**src/hw/epw_map.svh**
```systemverilog
// Purpose: constants for the parallel eeprom page-write and toggle-poll host
// Assumes: 50 MHz clk_in, 20 ns period
// Notes:   times kept in their own unit, cycle counts derived from them
// Behaviour
// - host presents each next byte load within 150 us of previous
// - host holds page address lines fixed on every write strobe fall
// - with protection active, page address also fixed on every strobe fall
// - host keeps output enable high while write strobe and chip select low
// - polling keeps one constant address for the whole sequence
`ifndef EPW_MAP_SVH
`define EPW_MAP_SVH
`define EPW_CLK_NS          20
`define EPW_TWC_STD_MS      10
`define EPW_TWC_FAST_MS     3
`define EPW_BYTE_LOAD_WINDOW_US         150
`define EPW_TWP_NS          100
`define EPW_TWPH_NS         50
`define EPW_TACC_NS         120
`define EPW_TOEHP_NS        150
`define EPW_WC_STD_CYC      ((`EPW_TWC_STD_MS * 1000000) / `EPW_CLK_NS)
`define EPW_WC_FAST_CYC     ((`EPW_TWC_FAST_MS * 1000000) / `EPW_CLK_NS)
`define EPW_BLC_CYC         ((`EPW_BYTE_LOAD_WINDOW_US * 1000) / `EPW_CLK_NS)
`define EPW_WP_CYC          ((`EPW_TWP_NS + `EPW_CLK_NS - 1) / `EPW_CLK_NS)
`define EPW_WPH_CYC         ((`EPW_TWPH_NS + `EPW_CLK_NS - 1) / `EPW_CLK_NS)
`define EPW_ACC_CYC         ((`EPW_TACC_NS + `EPW_CLK_NS - 1) / `EPW_CLK_NS)
`define EPW_OEHP_CYC        ((`EPW_TOEHP_NS + `EPW_CLK_NS - 1) / `EPW_CLK_NS)
`define EPW_TOGGLE_BIT      6
`define EPW_PAGE_LSB        6
`endif

```
**src/hw/epw_pkg.sv**
```systemverilog
// Purpose: types for the eeprom page-write host
// Assumes: nothing
// Notes:   constants live in epw_map.svh
package epw_pkg;
    typedef enum logic [2:0] {
        EPW_IDLE,
        EPW_LOAD_LOW,
        EPW_LOAD_HIGH,
        EPW_POLL_LOW,
        EPW_POLL_HIGH,
        EPW_DONE
    } epw_state_t;
endpackage : epw_pkg

```
**src/hw/epw_host.sv**
```systemverilog
// Purpose: page write host with toggle-bit end-of-write polling
// Assumes: pins synchronous to clk_in; device drives data when oe and ce low
// Notes:   one byte per user beat; page ends on last_in, page change, full page, byte gap or valid low
`timescale 1ns/1ns
`include "epw_map.svh"
module epw_host #(
    parameter int AW         = 15,
    parameter int PAGE_BYTES = 64,
    parameter bit FAST_PART  = 1'b0,
    parameter int WC_CYC     = FAST_PART ? `EPW_WC_FAST_CYC : `EPW_WC_STD_CYC,
    parameter int BLC_CYC    = `EPW_BLC_CYC
) (
    input  wire logic          clk_in,
    input  wire logic          resetn_in,
    input  wire logic          wr_valid_in,
    output logic               wr_ready_out,
    input  wire logic [AW-1:0] wr_addr_in,
    input  wire logic [7:0]    wr_data_in,
    input  wire logic          wr_last_in,
    output logic               busy_out,
    output logic               done_out,
    output logic               timeout_out,
    output logic [AW-1:0]      mem_addr_out,
    output logic               mem_ce_n_out,
    output logic               mem_we_n_out,
    output logic               mem_oe_n_out,
    input  wire logic [7:0]    mem_data_in,
    output logic [7:0]         mem_data_out,
    output logic               mem_data_oe_out
);
    import epw_pkg::*;
    localparam int TW = 20;
    localparam int PW = $clog2(PAGE_BYTES + 1);

    epw_state_t state;
    logic          tmr_load;
    logic [TW-1:0] tmr_value;
    logic          tmr_zero;
    logic [TW-1:0] gap_count;
    logic [TW-1:0] wc_count;
    logic [AW-1:0] page_addr;
    logic [PW-1:0] loaded;
    logic          last_seen;
    logic          prev_bit;
    logic          have_prev;
    logic          accept;
    logic          same_page;

    function automatic logic [TW-1:0] cyc(input int n);
        cyc = TW'(n);
    endfunction : cyc

    assign same_page = (wr_addr_in[AW-1:`EPW_PAGE_LSB] == page_addr[AW-1:`EPW_PAGE_LSB]);
    // only bytes of the open page are taken, so the page lines stay fixed
    assign wr_ready_out = (state == EPW_IDLE) ||
                          (state == EPW_LOAD_HIGH && tmr_zero && same_page && !last_seen
                           && loaded < PW'(PAGE_BYTES));
    assign accept = wr_valid_in && wr_ready_out;

    epw_timer #(.W(TW)) u_timer (
        .clk_in    (clk_in),
        .resetn_in (resetn_in),
        .load_in   (tmr_load),
        .value_in  (tmr_value),
        .zero_out  (tmr_zero)
    );

    always_comb begin
        tmr_load  = 1'b0;
        tmr_value = '0;
        if (accept) begin
            tmr_load  = 1'b1;
            tmr_value = cyc(`EPW_WP_CYC);
        end else if (state == EPW_LOAD_LOW && tmr_zero) begin
            tmr_load  = 1'b1;
            tmr_value = cyc(`EPW_WPH_CYC);
        end else if (state == EPW_POLL_LOW && tmr_zero) begin
            tmr_load  = 1'b1;
            tmr_value = cyc(`EPW_OEHP_CYC);
        end else if (state == EPW_POLL_HIGH && tmr_zero) begin
            tmr_load  = 1'b1;
            tmr_value = cyc(`EPW_ACC_CYC);
        end
    end

    // byte gap watch: page is closed well before the load window lapses
    always_ff @(posedge clk_in or negedge resetn_in) begin
        if (!resetn_in) begin
            gap_count <= '0;
        end else if (accept) begin
            gap_count <= '0;
        end else if (state == EPW_LOAD_HIGH) begin
            gap_count <= gap_count + 1'b1;
        end
    end

    always_ff @(posedge clk_in or negedge resetn_in) begin
        if (!resetn_in) begin
            wc_count <= '0;
        end else if (state == EPW_POLL_LOW || state == EPW_POLL_HIGH) begin
            wc_count <= wc_count + 1'b1;
        end else begin
            wc_count <= '0;
        end
    end

    always_ff @(posedge clk_in or negedge resetn_in) begin
        if (!resetn_in) begin
            state <= EPW_IDLE;
        end else begin
            unique case (state)
                EPW_IDLE:      if (accept) state <= EPW_LOAD_LOW;
                EPW_LOAD_LOW:  if (tmr_zero) state <= EPW_LOAD_HIGH;
                EPW_LOAD_HIGH: begin
                    if (accept) begin
                        state <= EPW_LOAD_LOW;
                    end else if (tmr_zero && (last_seen || !wr_valid_in || !same_page
                                 || loaded >= PW'(PAGE_BYTES)
                                 || gap_count >= cyc(BLC_CYC / 2))) begin
                        state <= EPW_POLL_HIGH;
                    end
                end
                EPW_POLL_LOW: begin
                    if (tmr_zero) begin
                        state <= EPW_POLL_HIGH;
                    end
                end
                EPW_POLL_HIGH: begin
                    if (tmr_zero) begin
                        state <= EPW_POLL_LOW;
                    end
                    if (wc_count >= cyc(WC_CYC)) begin
                        state <= EPW_DONE;
                    end
                end
                EPW_DONE:      state <= EPW_IDLE;
            endcase
            // two reads in a row with an equal toggle bit mean programming has ended
            if (state == EPW_POLL_LOW && tmr_zero && have_prev
                && prev_bit == mem_data_in[`EPW_TOGGLE_BIT]) begin
                state <= EPW_DONE;
            end
        end
    end

    always_ff @(posedge clk_in or negedge resetn_in) begin
        if (!resetn_in) begin
            prev_bit  <= 1'b0;
            have_prev <= 1'b0;
        end else if (state == EPW_POLL_LOW && tmr_zero) begin
            prev_bit  <= mem_data_in[`EPW_TOGGLE_BIT];
            have_prev <= 1'b1;
        end else if (state == EPW_IDLE) begin
            have_prev <= 1'b0;
        end
    end

    always_ff @(posedge clk_in or negedge resetn_in) begin
        if (!resetn_in) begin
            page_addr    <= '0;
            mem_addr_out <= '0;
            mem_data_out <= '0;
            loaded       <= '0;
            last_seen    <= 1'b0;
        end else if (accept) begin
            page_addr    <= wr_addr_in;
            mem_addr_out <= wr_addr_in;
            mem_data_out <= wr_data_in;
            loaded       <= (state == EPW_IDLE) ? PW'(1) : loaded + 1'b1;
            last_seen    <= wr_last_in;
        end
        // polling reuses the last loaded address unchanged
    end

    always_ff @(posedge clk_in or negedge resetn_in) begin
        if (!resetn_in) begin
            done_out    <= 1'b0;
            timeout_out <= 1'b0;
        end else begin
            done_out    <= (state != EPW_DONE) && (
                           (state == EPW_POLL_LOW && tmr_zero && have_prev
                            && prev_bit == mem_data_in[`EPW_TOGGLE_BIT])
                           || (state == EPW_POLL_HIGH && wc_count >= cyc(WC_CYC)));
            timeout_out <= (state == EPW_POLL_HIGH && wc_count >= cyc(WC_CYC))
                           && !(state == EPW_POLL_LOW);
        end
    end

    assign mem_ce_n_out    = !(state == EPW_LOAD_LOW || state == EPW_POLL_LOW);
    assign mem_we_n_out    = !(state == EPW_LOAD_LOW);
    // oe stays high during every write pulse
    assign mem_oe_n_out    = !(state == EPW_POLL_LOW);
    assign mem_data_oe_out = (state == EPW_LOAD_LOW || state == EPW_LOAD_HIGH);
    assign busy_out        = (state != EPW_IDLE);

    property p_oe_we_excl;
        @(posedge clk_in) disable iff (!resetn_in)
        !mem_we_n_out |-> mem_oe_n_out;
    endproperty
    a_oe_we_excl: assert property (p_oe_we_excl)
        else $error("oe low during write pulse");
    property p_page_fixed;
        @(posedge clk_in) disable iff (!resetn_in)
        $fell(mem_we_n_out) && state != EPW_IDLE && $past(state) == EPW_LOAD_HIGH
        |-> mem_addr_out[AW-1:`EPW_PAGE_LSB] == $past(page_addr[AW-1:`EPW_PAGE_LSB]);
    endproperty
    a_page_fixed: assert property (p_page_fixed) else $error("page changed in load");
    property p_prot_page;
        @(posedge clk_in) disable iff (!resetn_in)
        accept && state == EPW_LOAD_HIGH |-> same_page;
    endproperty
    a_prot_page: assert property (p_prot_page) else $error("off-page byte taken");
    property p_gap;
        @(posedge clk_in) disable iff (!resetn_in)
        state == EPW_LOAD_HIGH |-> gap_count < cyc(BLC_CYC);
    endproperty
    a_gap: assert property (p_gap) else $error("byte load window lapsed");
    property p_wc_bound;
        @(posedge clk_in) disable iff (!resetn_in)
        state == EPW_POLL_HIGH || state == EPW_POLL_LOW |-> wc_count <= cyc(WC_CYC) + 8'h10;
    endproperty
    a_wc_bound: assert property (p_wc_bound) else $error("poll ran past write time");
    property p_poll_addr;
        @(posedge clk_in) disable iff (!resetn_in)
        state == EPW_POLL_LOW && $past(state) == EPW_POLL_HIGH |-> $stable(mem_addr_out);
    endproperty
    a_poll_addr: assert property (p_poll_addr) else $error("poll address moved");
    property p_read_pulse;
        @(posedge clk_in) disable iff (!resetn_in)
        $fell(mem_oe_n_out) |-> !mem_ce_n_out && !mem_data_oe_out;
    endproperty
    a_read_pulse: assert property (p_read_pulse) else $error("bad status read");
    property p_done_toggle;
        @(posedge clk_in) disable iff (!resetn_in)
        done_out && !timeout_out |-> $past(prev_bit) == $past(mem_data_in[`EPW_TOGGLE_BIT]);
    endproperty
    a_done_toggle: assert property (p_done_toggle)
        else $error("done while toggling");
    // address and data must not move while a byte is being strobed in
    property p_wr_hold;
        @(posedge clk_in) disable iff (!resetn_in)
        !mem_we_n_out && !$past(mem_we_n_out)
        |-> $stable(mem_addr_out) && $stable(mem_data_out);
    endproperty
    a_wr_hold: assert property (p_wr_hold) else $error("write lines moved in pulse");
    property p_done_pulse;
        @(posedge clk_in) disable iff (!resetn_in)
        done_out |=> !done_out && !busy_out;
    endproperty
    a_done_pulse: assert property (p_done_pulse) else $error("done not a single pulse");
    c_load: cover property (@(posedge clk_in) $fell(mem_we_n_out));
    c_done: cover property (@(posedge clk_in) done_out && !timeout_out);
    c_timeout: cover property (@(posedge clk_in) timeout_out);
endmodule : epw_host

```
**src/hw/epw_timer.sv**
```systemverilog
// Purpose: down counter for strobe widths and poll read timing
// Assumes: load has priority over counting
// Notes:   zero_out is combinational from the count
`timescale 1ns/1ns
module epw_timer #(
    parameter int W = 20
) (
    input  wire logic         clk_in,
    input  wire logic         resetn_in,
    input  wire logic         load_in,
    input  wire logic [W-1:0] value_in,
    output logic              zero_out
);
    logic [W-1:0] count;
    always_ff @(posedge clk_in or negedge resetn_in) begin
        if (!resetn_in) begin
            count <= '0;
        end else if (load_in) begin
            count <= value_in;
        end else if (count != '0) begin
            count <= count - 1'b1;
        end
    end
    assign zero_out = (count == '0);
endmodule : epw_timer
```
**config.mk**
```make
export PLATFORM = sky130hd
export DESIGN_NAME = epw_host
export DESIGN_NICKNAME = d
export VERILOG_FILES = /design/src/hw/epw_pkg.sv /design/src/hw/epw_host.sv /design/src/hw/epw_timer.sv
export VERILOG_INCLUDE_DIRS = /design/src /design/src/hw
export SDC_FILE = /design/constraint.sdc
export NUM_CORES = 1
export LEC_CHECK = 0
export BUFFER_PORTS_ARGS = -buffer_cell sky130_fd_sc_hd__buf_4
export CAP_MARGIN = 25
export CORE_UTILIZATION = 50
export DETAILED_ROUTE_END_ITERATION = 7
export GPL_TIMING_DRIVEN = 0
export PLACE_DENSITY = 0.72
export SYNTH_ARGS = -nofsm -noshare
export SYNTH_HDL_FRONTEND = slang
export SYNTH_SLANG_ARGS = --single-unit
```
**constraint.sdc**
```tcl
create_clock -name clk_in -period 2.3 [get_ports clk_in]
set_input_delay 0.115 -clock clk_in [delete_from_list [all_inputs] [get_ports clk_in]]
set_output_delay 0.115 -clock clk_in [all_outputs]
set_load 0.1 [all_outputs]
```
==> flow_summary.ini, run 1 <==
[power]
peakVddDrop_uv = 1020
intPower_mw = 3.77
switching_share_pct = 51.7
p_sw_mw = 4.04
power_density_mw_per_mm2 = 1430
power_frac_comb_pct = 58.5
static-leakage-power_nw = 2.39
clockPowerShare_pct = 13.2
power_frac_seq_pct = 28.3
total_power_mw = 7.81

[clock_network]
numCtsBuffers = 9
insertion_delay_ns = 0.35
cts_root_buf = clkbuf_8
cts_tree = built
clk_pin_slew_ns = 0.08
cts_buffer_depth = 2
clock_sinks = 78
htreeDepth = 3

[synthesis]
syn_area_mm2 = 0.00404
synthDistinctLibCells = 54
yosysTopAreaCell = dfrtp_1
synth.avg_cell_area_um2 = 10.3
synth_top_flop_cell = dfrtp_1
ys.warnings.count = 0
yosysSeqAreaShare_pct = 48.3
synthArstFlopShare_pct = 100
synth_nets = 434
yosys-top-cells-area = dfrtp_1 48%, nor2_1 5.2%, xnor2_1 5.0%
synthCells = 394
netlist.area_leader.share_pct = 48.3
ys_ff_latch = 78
synth-edff-count = 0

[setup_path]
required_ns = 2.54
crit_arrival_ns = 2.56
critPathSlowestCell = dfrtp_1
path_cells = inv_2 > ha_4 > or3b_4 > nor3_4 > nand3_4 > o21ai_4 > buf_6 > mux2_1
path_delay_family = simple AND/OR/NAND/NOR gates
start_kind = flip-flop
criticalPathCategory = reg2reg
worstSetupEndpointType = flip-flop
max_stage_delay_ns = 0.39
critPathBufInv = 2
worstPathMaxFanout = 7

[global_route]
grtUsageMet1_pct = 30.9
grt_pass1_vias = 3428
busiest_layer = met2
globalRouteOverflowTotal = 0
antenna_found_initial = 0
grt_pass1_wl_um = 16000
grt_usage_pct = 24.2
grt_max_degree = 79
grt_use_met3_pct = 4.81
grt.met2_usage_pct = 40.6

[floorplanning]
pin_count = 66
die_area_mm2 = 0.00845
rows = 32
initial_core_util_pct = 52.1
dieHeight_um = 91.9
core-area_mm2 = 0.00777
die_x_um = 91.9

[final_layout]
fillers = 563
drive_above_1_share_pct = 32.6
final_util_pct = 70.1
nets = 551
mostFrequentLayoutCell = buf_4
mostFrequentLayoutCells = 82 x buf_4, 69 x dfrtp_1, 56 x nor2_1, 24 x dlygate4sd3_1
area_growth_pct = 34.6
diodes = 0

[drt]
drc = 0
drt_wl_total_um = 9800
ant_nets = 0
drt_first_pass_iters = 4
vias = 3444
avgViaCountPerCell = 5.57
wire_per_inst_um = 15.8
drt_iter0_drc = 177

[sta]
clock_skew_ns = 0.00902
min_period_ns = 2.31
slew_headroom_pct = 59.5
rsz0062_at_grt = yes
worst_slew_pin_slew_ns = 0.607
setup_tns_ns = -0.0281
max_freq_mhz = 432
finalSetupViolCount = 4
setup_slack_ns = -0.0144
hold_ws_ns = 0.0109
fin_crit_sh_pct = 101
final_hold_viol_count = 0
slew_violations = 0

[status]
status = finished, violations left
violations = setup timing

[place]
io_buffer_count = 57
gp_congestion = 0.835
dpl.hpwl_um = 5890

[min_path]
min_path_type = in2reg

[run]
drv_cap = 0
## logic make-up after synthesis
kind of cell	Yosys count	synth area share, %
AO/OA/AOI/OAI	54	10.1
XOR/XNOR	44	9.53
adder cells (fa/ha/maj)	5	1.55
buffers and inverters	29	3.16
flip-flops	78	48.3
multiplexers	26	7.89
AND/OR/NAND/NOR	158	19.6
## state kept, by name, summed over array words and instances (netlist names)
signal / flops
prev_bit: 1
wc_count: 20
timeout_out: 1
last_seen: 1
u_timer.count: 20
page_addr: 15
have_prev: 1
mem_data_out: 8
done_out: 1
loaded: 7
state: 3
## through the flow
stage | setup WS, ns | std cells | instance area, um2
after floorplan | 0.00817 | 394 | 4100
after global placement | -0.348 | 553 | 4650
after detailed placement | -0.386 | 553 | 4650
after CTS | -0.0185 | 612 | 5340
after global routing | -0.0770 | 618 | 5440
final | -0.0144 | 618 | 5440
## cell type report
type                    instances  area [um2]  share of cell area, %
clock inverters                 6        61.3                   1.13
repair buffers                108         907                   16.7
inverters                      14        52.6                  0.966
well taps                     102         128                   2.34
plain buffers                  13        75.1                   1.38
clock buffers                  10         138                   2.53
flip-flops and latches         78        1970                   36.2
multi-input cells             287        2110                   38.8
## cells in the mapped netlist (2+ instances only)
master / instances
buf_6: 2
clkbuf_1: 10
a211oi_1: 2
nor2b_1: 2
o2111ai_1: 5
a31oi_1: 2
mux2_4: 7
xnor2_1: 23
nor3_1: 11
o31ai_1: 3
buf_2: 3
o41ai_1: 2
inv_1: 14
mux2_1: 6
nand2b_1: 2
o211ai_1: 4
nor4_1: 7
mux2_2: 13
ha_1: 5
xor2_1: 21
and4_1: 2
a21oi_1: 7
a32oi_1: 2
and3_1: 6
nor2_1: 56
and2_1: 2
dfrtp_1: 78
nand2_1: 24
o311ai_0: 2
or3b_2: 2
or3_1: 5
nor3_2: 2
o21ai_0: 13
nand3_1: 18
nand4_1: 11
o2bb2ai_1: 2
## timing repair
| action | CTS | global route |
|---|---|---|
| setup endpoints to repair | 49 | 39 |
| buffers inserted | 19 | 7 |
| pin swaps | 7 | 5 |
| resized for setup | 23 | 14 |
| hold buffers | 24 | 0 |
| endpoints found under the hold margin | 101 | 0 |
## worst paths after layout
check,startpoint,to,slack [ns],cells after the start
min,wr_addr_in[8],page_addr[8]$_DFFE_PN0N_,0.01,2
max,u_timer.count[1]$_DFFE_PN0P_,page_addr[12]$_DFFE_PN0N_,-0.01,8
min in group asynchronous,resetn_in,page_addr[5]$_DFFE_PN0N_,0.10,2
max reg2reg,u_timer.count[1]$_DFFE_PN0P_,page_addr[12]$_DFFE_PN0N_,-0.01,8
min reg2reg,have_prev$_DFFE_PN0P_,have_prev$_DFFE_PN0P_,0.50,2
max in group asynchronous,resetn_in,page_addr[12]$_DFFE_PN0N_,1.62,3
## per-layer routing
| layer | share of wire [%] | vias to the layer above |
|---|---|---|
| met3 | 4.4 | 13 |
| met1 | 42 | 1705 |
| met5 | 0 | - |
| met2 | 51 | 90 |
| li1 | - | 1636 |
| met4 | 1.9 | 0 |
## power by group through the flow
stage	sequential (mW)	clock (mW)	combinational, mW
after CTS	2.18	1.05	4.41
after global placement	2.18	0	4.00
after floorplan	3.66	0	1.73
final	2.21	1.03	4.57
after global routing	2.27	1.12	4.79
after detailed placement	2.21	0	4.04
Power figures use the tool's default switching activity.
==> run 2, diff against run 1 <==
--- a/config.mk
+++ b/config.mk
@@ -8,10 +8,11 @@
 export LEC_CHECK = 0
 export BUFFER_PORTS_ARGS = -buffer_cell sky130_fd_sc_hd__buf_4
 export CAP_MARGIN = 25
-export CORE_UTILIZATION = 50
+export CORE_UTILIZATION = 52
+export CTS_BUF_LIST = sky130_fd_sc_hd__clkbuf_8
 export DETAILED_ROUTE_END_ITERATION = 7
 export GPL_TIMING_DRIVEN = 0
-export PLACE_DENSITY = 0.72
+export PLACE_DENSITY = 0.74
 export SYNTH_ARGS = -nofsm -noshare
 export SYNTH_HDL_FRONTEND = slang
 export SYNTH_SLANG_ARGS = --single-unit
==> run 2 against run 1 <==
Hold slack got worse by 0.0020 ns; the flow still finishes with violations (setup timing); clock power fell by 4%; sequential power barely moved; design area fell by 2.9%.
==> flow_summary.ini, run 2 (same netlist as run 1, synthesis figures left out) <==
[sta]
setup_tns_ns = -0.0290
rsz0062_at_grt = yes
setup_slack_ns = -0.0290
hold_ws_ns = 0.00883
slew_violations = 0
fin_crit_sh_pct = 101
finalSetupViolCount = 1
min_period_ns = 2.33
final_hold_viol_count = 0
clock_skew_ns = 0.00831
worst_slew_pin_slew_ns = 0.687
slew_headroom_pct = 54.2
max_freq_mhz = 429

[clock_network]
cts_tree = built
cts_buffer_depth = 2
clk_pin_slew_ns = 0.08
insertion_delay_ns = 0.35
cts_root_buf = clkbuf_8
htreeDepth = 3
clock_sinks = 78
numCtsBuffers = 9

[global_route]
grt_max_degree = 79
grt_pass1_vias = 3234
antenna_found_initial = 0
grt_pass1_wl_um = 15300
globalRouteOverflowTotal = 0
grt_usage_pct = 23.7

[final_layout]
mostFrequentLayoutCells = 71 x buf_4, 69 x dfrtp_1, 56 x nor2_1, 22 x nand2_1, 22 x xnor2_1
drive_above_1_share_pct = 31.5
fin_cells = 598
mostFrequentLayoutCell = buf_4
regArea_mm2 = 0.00197
biggestRegsByFlops = u_timer.count x20, wc_count x20, page_addr x15
multi_input_area_mm2 = 0.00212
area_growth_pct = 30.7
diodes = 0
nets = 534
fillers = 548

[power]
peakVddDrop_uv = 901
power_density_mw_per_mm2 = 1450
static-leakage-power_nw = 2.32
total_power_mw = 7.65

[floorplanning]
pin_count = 66
core-area_mm2 = 0.00737
initial_core_util_pct = 54.9
die_x_um = 90.2
dieHeight_um = 90.2
rows = 31
die_area_mm2 = 0.00813

[drt]
maxUsedRoutingLayer = met4
met3_length_um = 386
wire_per_inst_um = 15.6
avgViaCountPerCell = 5.52
drt_iter0_drc = 196
ant_nets = 0
wl_met2_um = 4610
vias = 3303
drc = 0
drt_first_pass_iters = 4
drt_wl_total_um = 9330
wl_met1_um = 4230

[place]
dp_cells = 550
dpl.hpwl_um = 5860
gp_congestion = 0.855
post-place-ws_ns = -0.399
io_buffer_count = 57

[setup_path]
r2r_slack_ns = 0
worstPathMaxFanout = 3
start_kind = flip-flop
required_ns = 2.18
criticalPathCategory = reg2out
crit_arrival_ns = 2.21
worstSetupEndpointType = output pin

[status]
status = finished, violations left
violations = setup timing

[min_path]
min_path_type = in2reg

[run]
drv_cap = 0
[run 2: cell types whose count changed in the layout (fill, tap and decap cells not counted), sizes merged]
cell / before / now
inv: 14 / 17
clkinv: 4 / 3
clkbuf: 18 / 19
buf: 89 / 79
clkinvlp: 1 / 0
dlygate4sd3: 24 / 15
[run 2: path summary, 6_finish.rpt]
check	start	depth (start not counted)	end
max	u_timer.count[0]$_DFFE_PN0P_	8	wr_ready_out
min	wr_data_in[7]	2	mem_data_out[7]$_DFFE_PN0N_
max reg2reg	u_timer.count[0]$_DFFE_PN0P_	8	loaded[0]$_DFFE_PN0N_
min reg2reg	have_prev$_DFFE_PN0P_	2	have_prev$_DFFE_PN0P_
max in group asynchronous	resetn_in	3	page_addr[11]$_DFFE_PN0N_
min in group asynchronous	resetn_in	2	mem_data_out[3]$_DFFE_PN0N_
[run 2: per-stage QoR]
step,cell area [um2],utilization [%]
final,5280,71.7
after global routing,5280,71.7
after CTS,5200,70.6
after detailed placement,4650,63.1
after global placement,4650,63.1
after floorplan,4100,-
[run 2: critical path, stage by stage (launching register included)]
cell and delay (ns):
dfrtp_1 0.40, inv_2 0.09, ha_4 0.12, or3b_4 0.40
nor3_4 0.27, buf_6 0.15, nand2_4 0.06, o21ai_4 0.19
buf_12 0.19
[run 2: layout make-up]
cell class / count / share of cell area [%]
Inverter: 14 / 0.995
Timing Repair Buffer: 90 / 14.3
Sequential cell: 78 / 37.2
Multi-Input combinational cell: 287 / 40.1
Buffer: 14 / 1.49
Clock buffer: 9 / 2.34
Tap cell: 99 / 2.34
Clock inverter: 7 / 1.23
[run 2: timing repair]
action,in CTS,in global routing
resized for setup,28,9
hold buffers,15,0
pin swaps,5,6
endpoints found under the setup margin,50,35
buffers inserted,12,5
endpoints found under the hold margin,92,0
cloned,0,0
[run 2: report_power, final]
group / switching (mW) / total (mW) / internal, mW
Clock: 0.497 / 0.993 / 0.496
Sequential: 0.386 / 2.20 / 1.82
Combinational: 3.10 / 4.46 / 1.36
Total: 3.98 / 7.65 / 3.67
[run 2: metal layers]
layer | vias to the layer above | track usage, %
li1 | 1595 | -
met1 | 1609 | 31.1
met2 | 89 | 39.4
met3 | 10 | 4.99
met4 | 0 | 7.26
met5 | - | 0
==> run 3, diff against run 2 <==
--- a/config.mk
+++ b/config.mk
@@ -8,6 +8,7 @@
 export LEC_CHECK = 0
 export BUFFER_PORTS_ARGS = -buffer_cell sky130_fd_sc_hd__buf_4
 export CAP_MARGIN = 25
+export CORE_ASPECT_RATIO = 2
 export CORE_UTILIZATION = 52
 export CTS_BUF_LIST = sky130_fd_sc_hd__clkbuf_8
 export DETAILED_ROUTE_END_ITERATION = 7
==> run 3 against run 2 <==
The run still ends with setup timing left; global-route usage grew 3.3 points; sequential share of layout area shrank 0.96 points; fmax grew 0.70%; combinational power is essentially flat; hold slack gained 0.14 ns; routed wire length grew 8.7%; clock skew grew 0.0054 ns; total power grew 2.0%; sequential power is essentially flat; setup slack gained 0.016 ns; design area grew 2.7%.
==> flow_summary.ini, run 3 (same netlist as run 1, synthesis figures left out) <==
[status]
status = finished, violations left
violations = setup timing

[place]
dp_cells = 545
io_buffer_count = 57
dpl.hpwl_um = 6660
gp_congestion = 0.917

[floorplanning]
die_x_um = 64.4
initial_core_util_pct = 53.6
die_area_mm2 = 0.00815
pin_count = 66
rows = 45
dieHeight_um = 127
core-area_mm2 = 0.00754

[final_layout]
mostFrequentLayoutCell = buf_4
fin_cells = 604
drive_above_1_share_pct = 30.8
mostFrequentLayoutCells = 72 x buf_4, 68 x dfrtp_1, 56 x nor2_1, 26 x dlygate4sd3_1
biggestRegsByFlops = u_timer.count x20, wc_count x20, page_addr x15
area_growth_pct = 34.2
nets = 545
diodes = 0
final_util_pct = 71.9

[sta]
slew_headroom_pct = 62.3
clock_skew_ns = 0.0137
worst_slew_pin_slew_ns = 0.565
hold_ws_ns = 0.151
setup_slack_ns = -0.0130
fin_crit_sh_pct = 101
finalSetupViolCount = 1
min_period_ns = 2.31
slew_violations = 0
rsz0062_at_grt = yes
max_freq_mhz = 432
final_hold_viol_count = 0

[drt]
drt_wl_total_um = 10100
avgViaCountPerCell = 5.67
vias = 3422
drt_first_pass_iters = 4
wire_per_inst_um = 16.8
drt_iter0_drc = 171
ant_nets = 0
drc = 0

[setup_path]
worstSetupEndpointType = output pin
criticalPathCategory = reg2out
critPathSlowestCell = dfrtp_1
crit_arrival_ns = 2.20
worstPathMaxFanout = 3
path_cells = inv_2 > ha_4 > or3b_4 > nor3_4 > buf_6 > nand2_4 > o21ai_4 > buf_12
start_kind = flip-flop
path_delay_family = simple AND/OR/NAND/NOR gates
critPathBufInv = 3
required_ns = 2.18
max_stage_delay_ns = 0.40

[clock_network]
cts_root_buf = clkbuf_8
numCtsBuffers = 9
insertion_delay_ns = 0.37
clk_pin_slew_ns = 0.08
htreeDepth = 3
cts_buffer_depth = 2
clock_sinks = 78
cts_tree = built

[power]
power_frac_seq_pct = 28.4
clockPowerShare_pct = 14.2
intPower_mw = 3.77
power_frac_comb_pct = 57.4
p_sw_mw = 4.04
static-leakage-power_nw = 2.37
peakVddDrop_uv = 1160
power_density_mw_per_mm2 = 1440
switching_share_pct = 51.7

[min_path]
min_path_type = in2async

[global_route]
antenna_found_initial = 0
globalRouteOverflowTotal = 0
grt_max_degree = 79
grt_usage_pct = 27.0
grt_pass1_vias = 3513
grt_pass1_wl_um = 16600

[run]
drv_cap = 0
run 3: through the flow:
step | setup slack [ns] | area [um2] | power [mW] | TNS (ns)
after floorplan | 0.00817 | 4100 | 5.38 | 0
after global placement | -0.377 | 4640 | 6.22 | -8.42
after detailed placement | -0.392 | 4640 | 6.28 | -9.38
after CTS | -0.0294 | 5360 | 7.73 | -0.160
after global routing | -0.0921 | 5430 | 8.15 | -0.389
final | -0.0130 | 5430 | 7.80 | -0.0130
run 3: layout make-up:
type / count / area, um2
buffer: 14 / 88.8
clock buffer: 9 / 124
clock inverter: 7 / 90.1
fill: 578 / 2120
inverter: 14 / 52.6
multi-input combinational: 287 / 2120
sequential: 78 / 1970
tap: 94 / 118
timing repair buffer: 101 / 863
run 3: per-layer routing:
layer	GRT usage [%]	share of wire (%)	vias up
met5	0	0	-
met4	14.6	4.0	0
met3	4.59	2.7	29
met2	51.1	58	72
met1	26.7	36	1701
li1	-	-	1620
run 3: path summary, 6_finish.rpt:
check	from	to	slack [ns]	cells past startpoint
worst max-delay path	u_timer.count[1]$_DFFE_PN0P_	wr_ready_out	-0.01	8
worst min-delay path	resetn_in	u_timer.count[10]$_DFFE_PN0P_	0.15	2
worst max register to register	state[2]$_DFFE_PN0P_	page_addr[10]$_DFFE_PN0N_	0.03	7
worst min register to register	have_prev$_DFFE_PN0P_	have_prev$_DFFE_PN0P_	0.49	2
max in group asynchronous	resetn_in	page_addr[11]$_DFFE_PN0N_	1.54	3
min in group clk_in	wr_valid_in	loaded[6]$_DFFE_PN0N_	0.32	3
run 3: power by group through the flow:
stage	combinational, mW	clock, mW	sequential (mW)
after global routing	4.70	1.18	2.27
final	4.48	1.11	2.21
after global placement	4.02	0	2.19
after CTS	4.41	1.13	2.19
after floorplan	1.73	0	3.66
after detailed placement	4.07	0	2.22
run 3: timing repair:
item / in CTS / in global routing
gates resized for setup: 32 / 8
hold buffers: 26 / 0
setup endpoints to repair: 50 / 34
endpoints found under the hold margin: 103 / 0
pin swaps: 7 / 6
setup buffers: 14 / 3
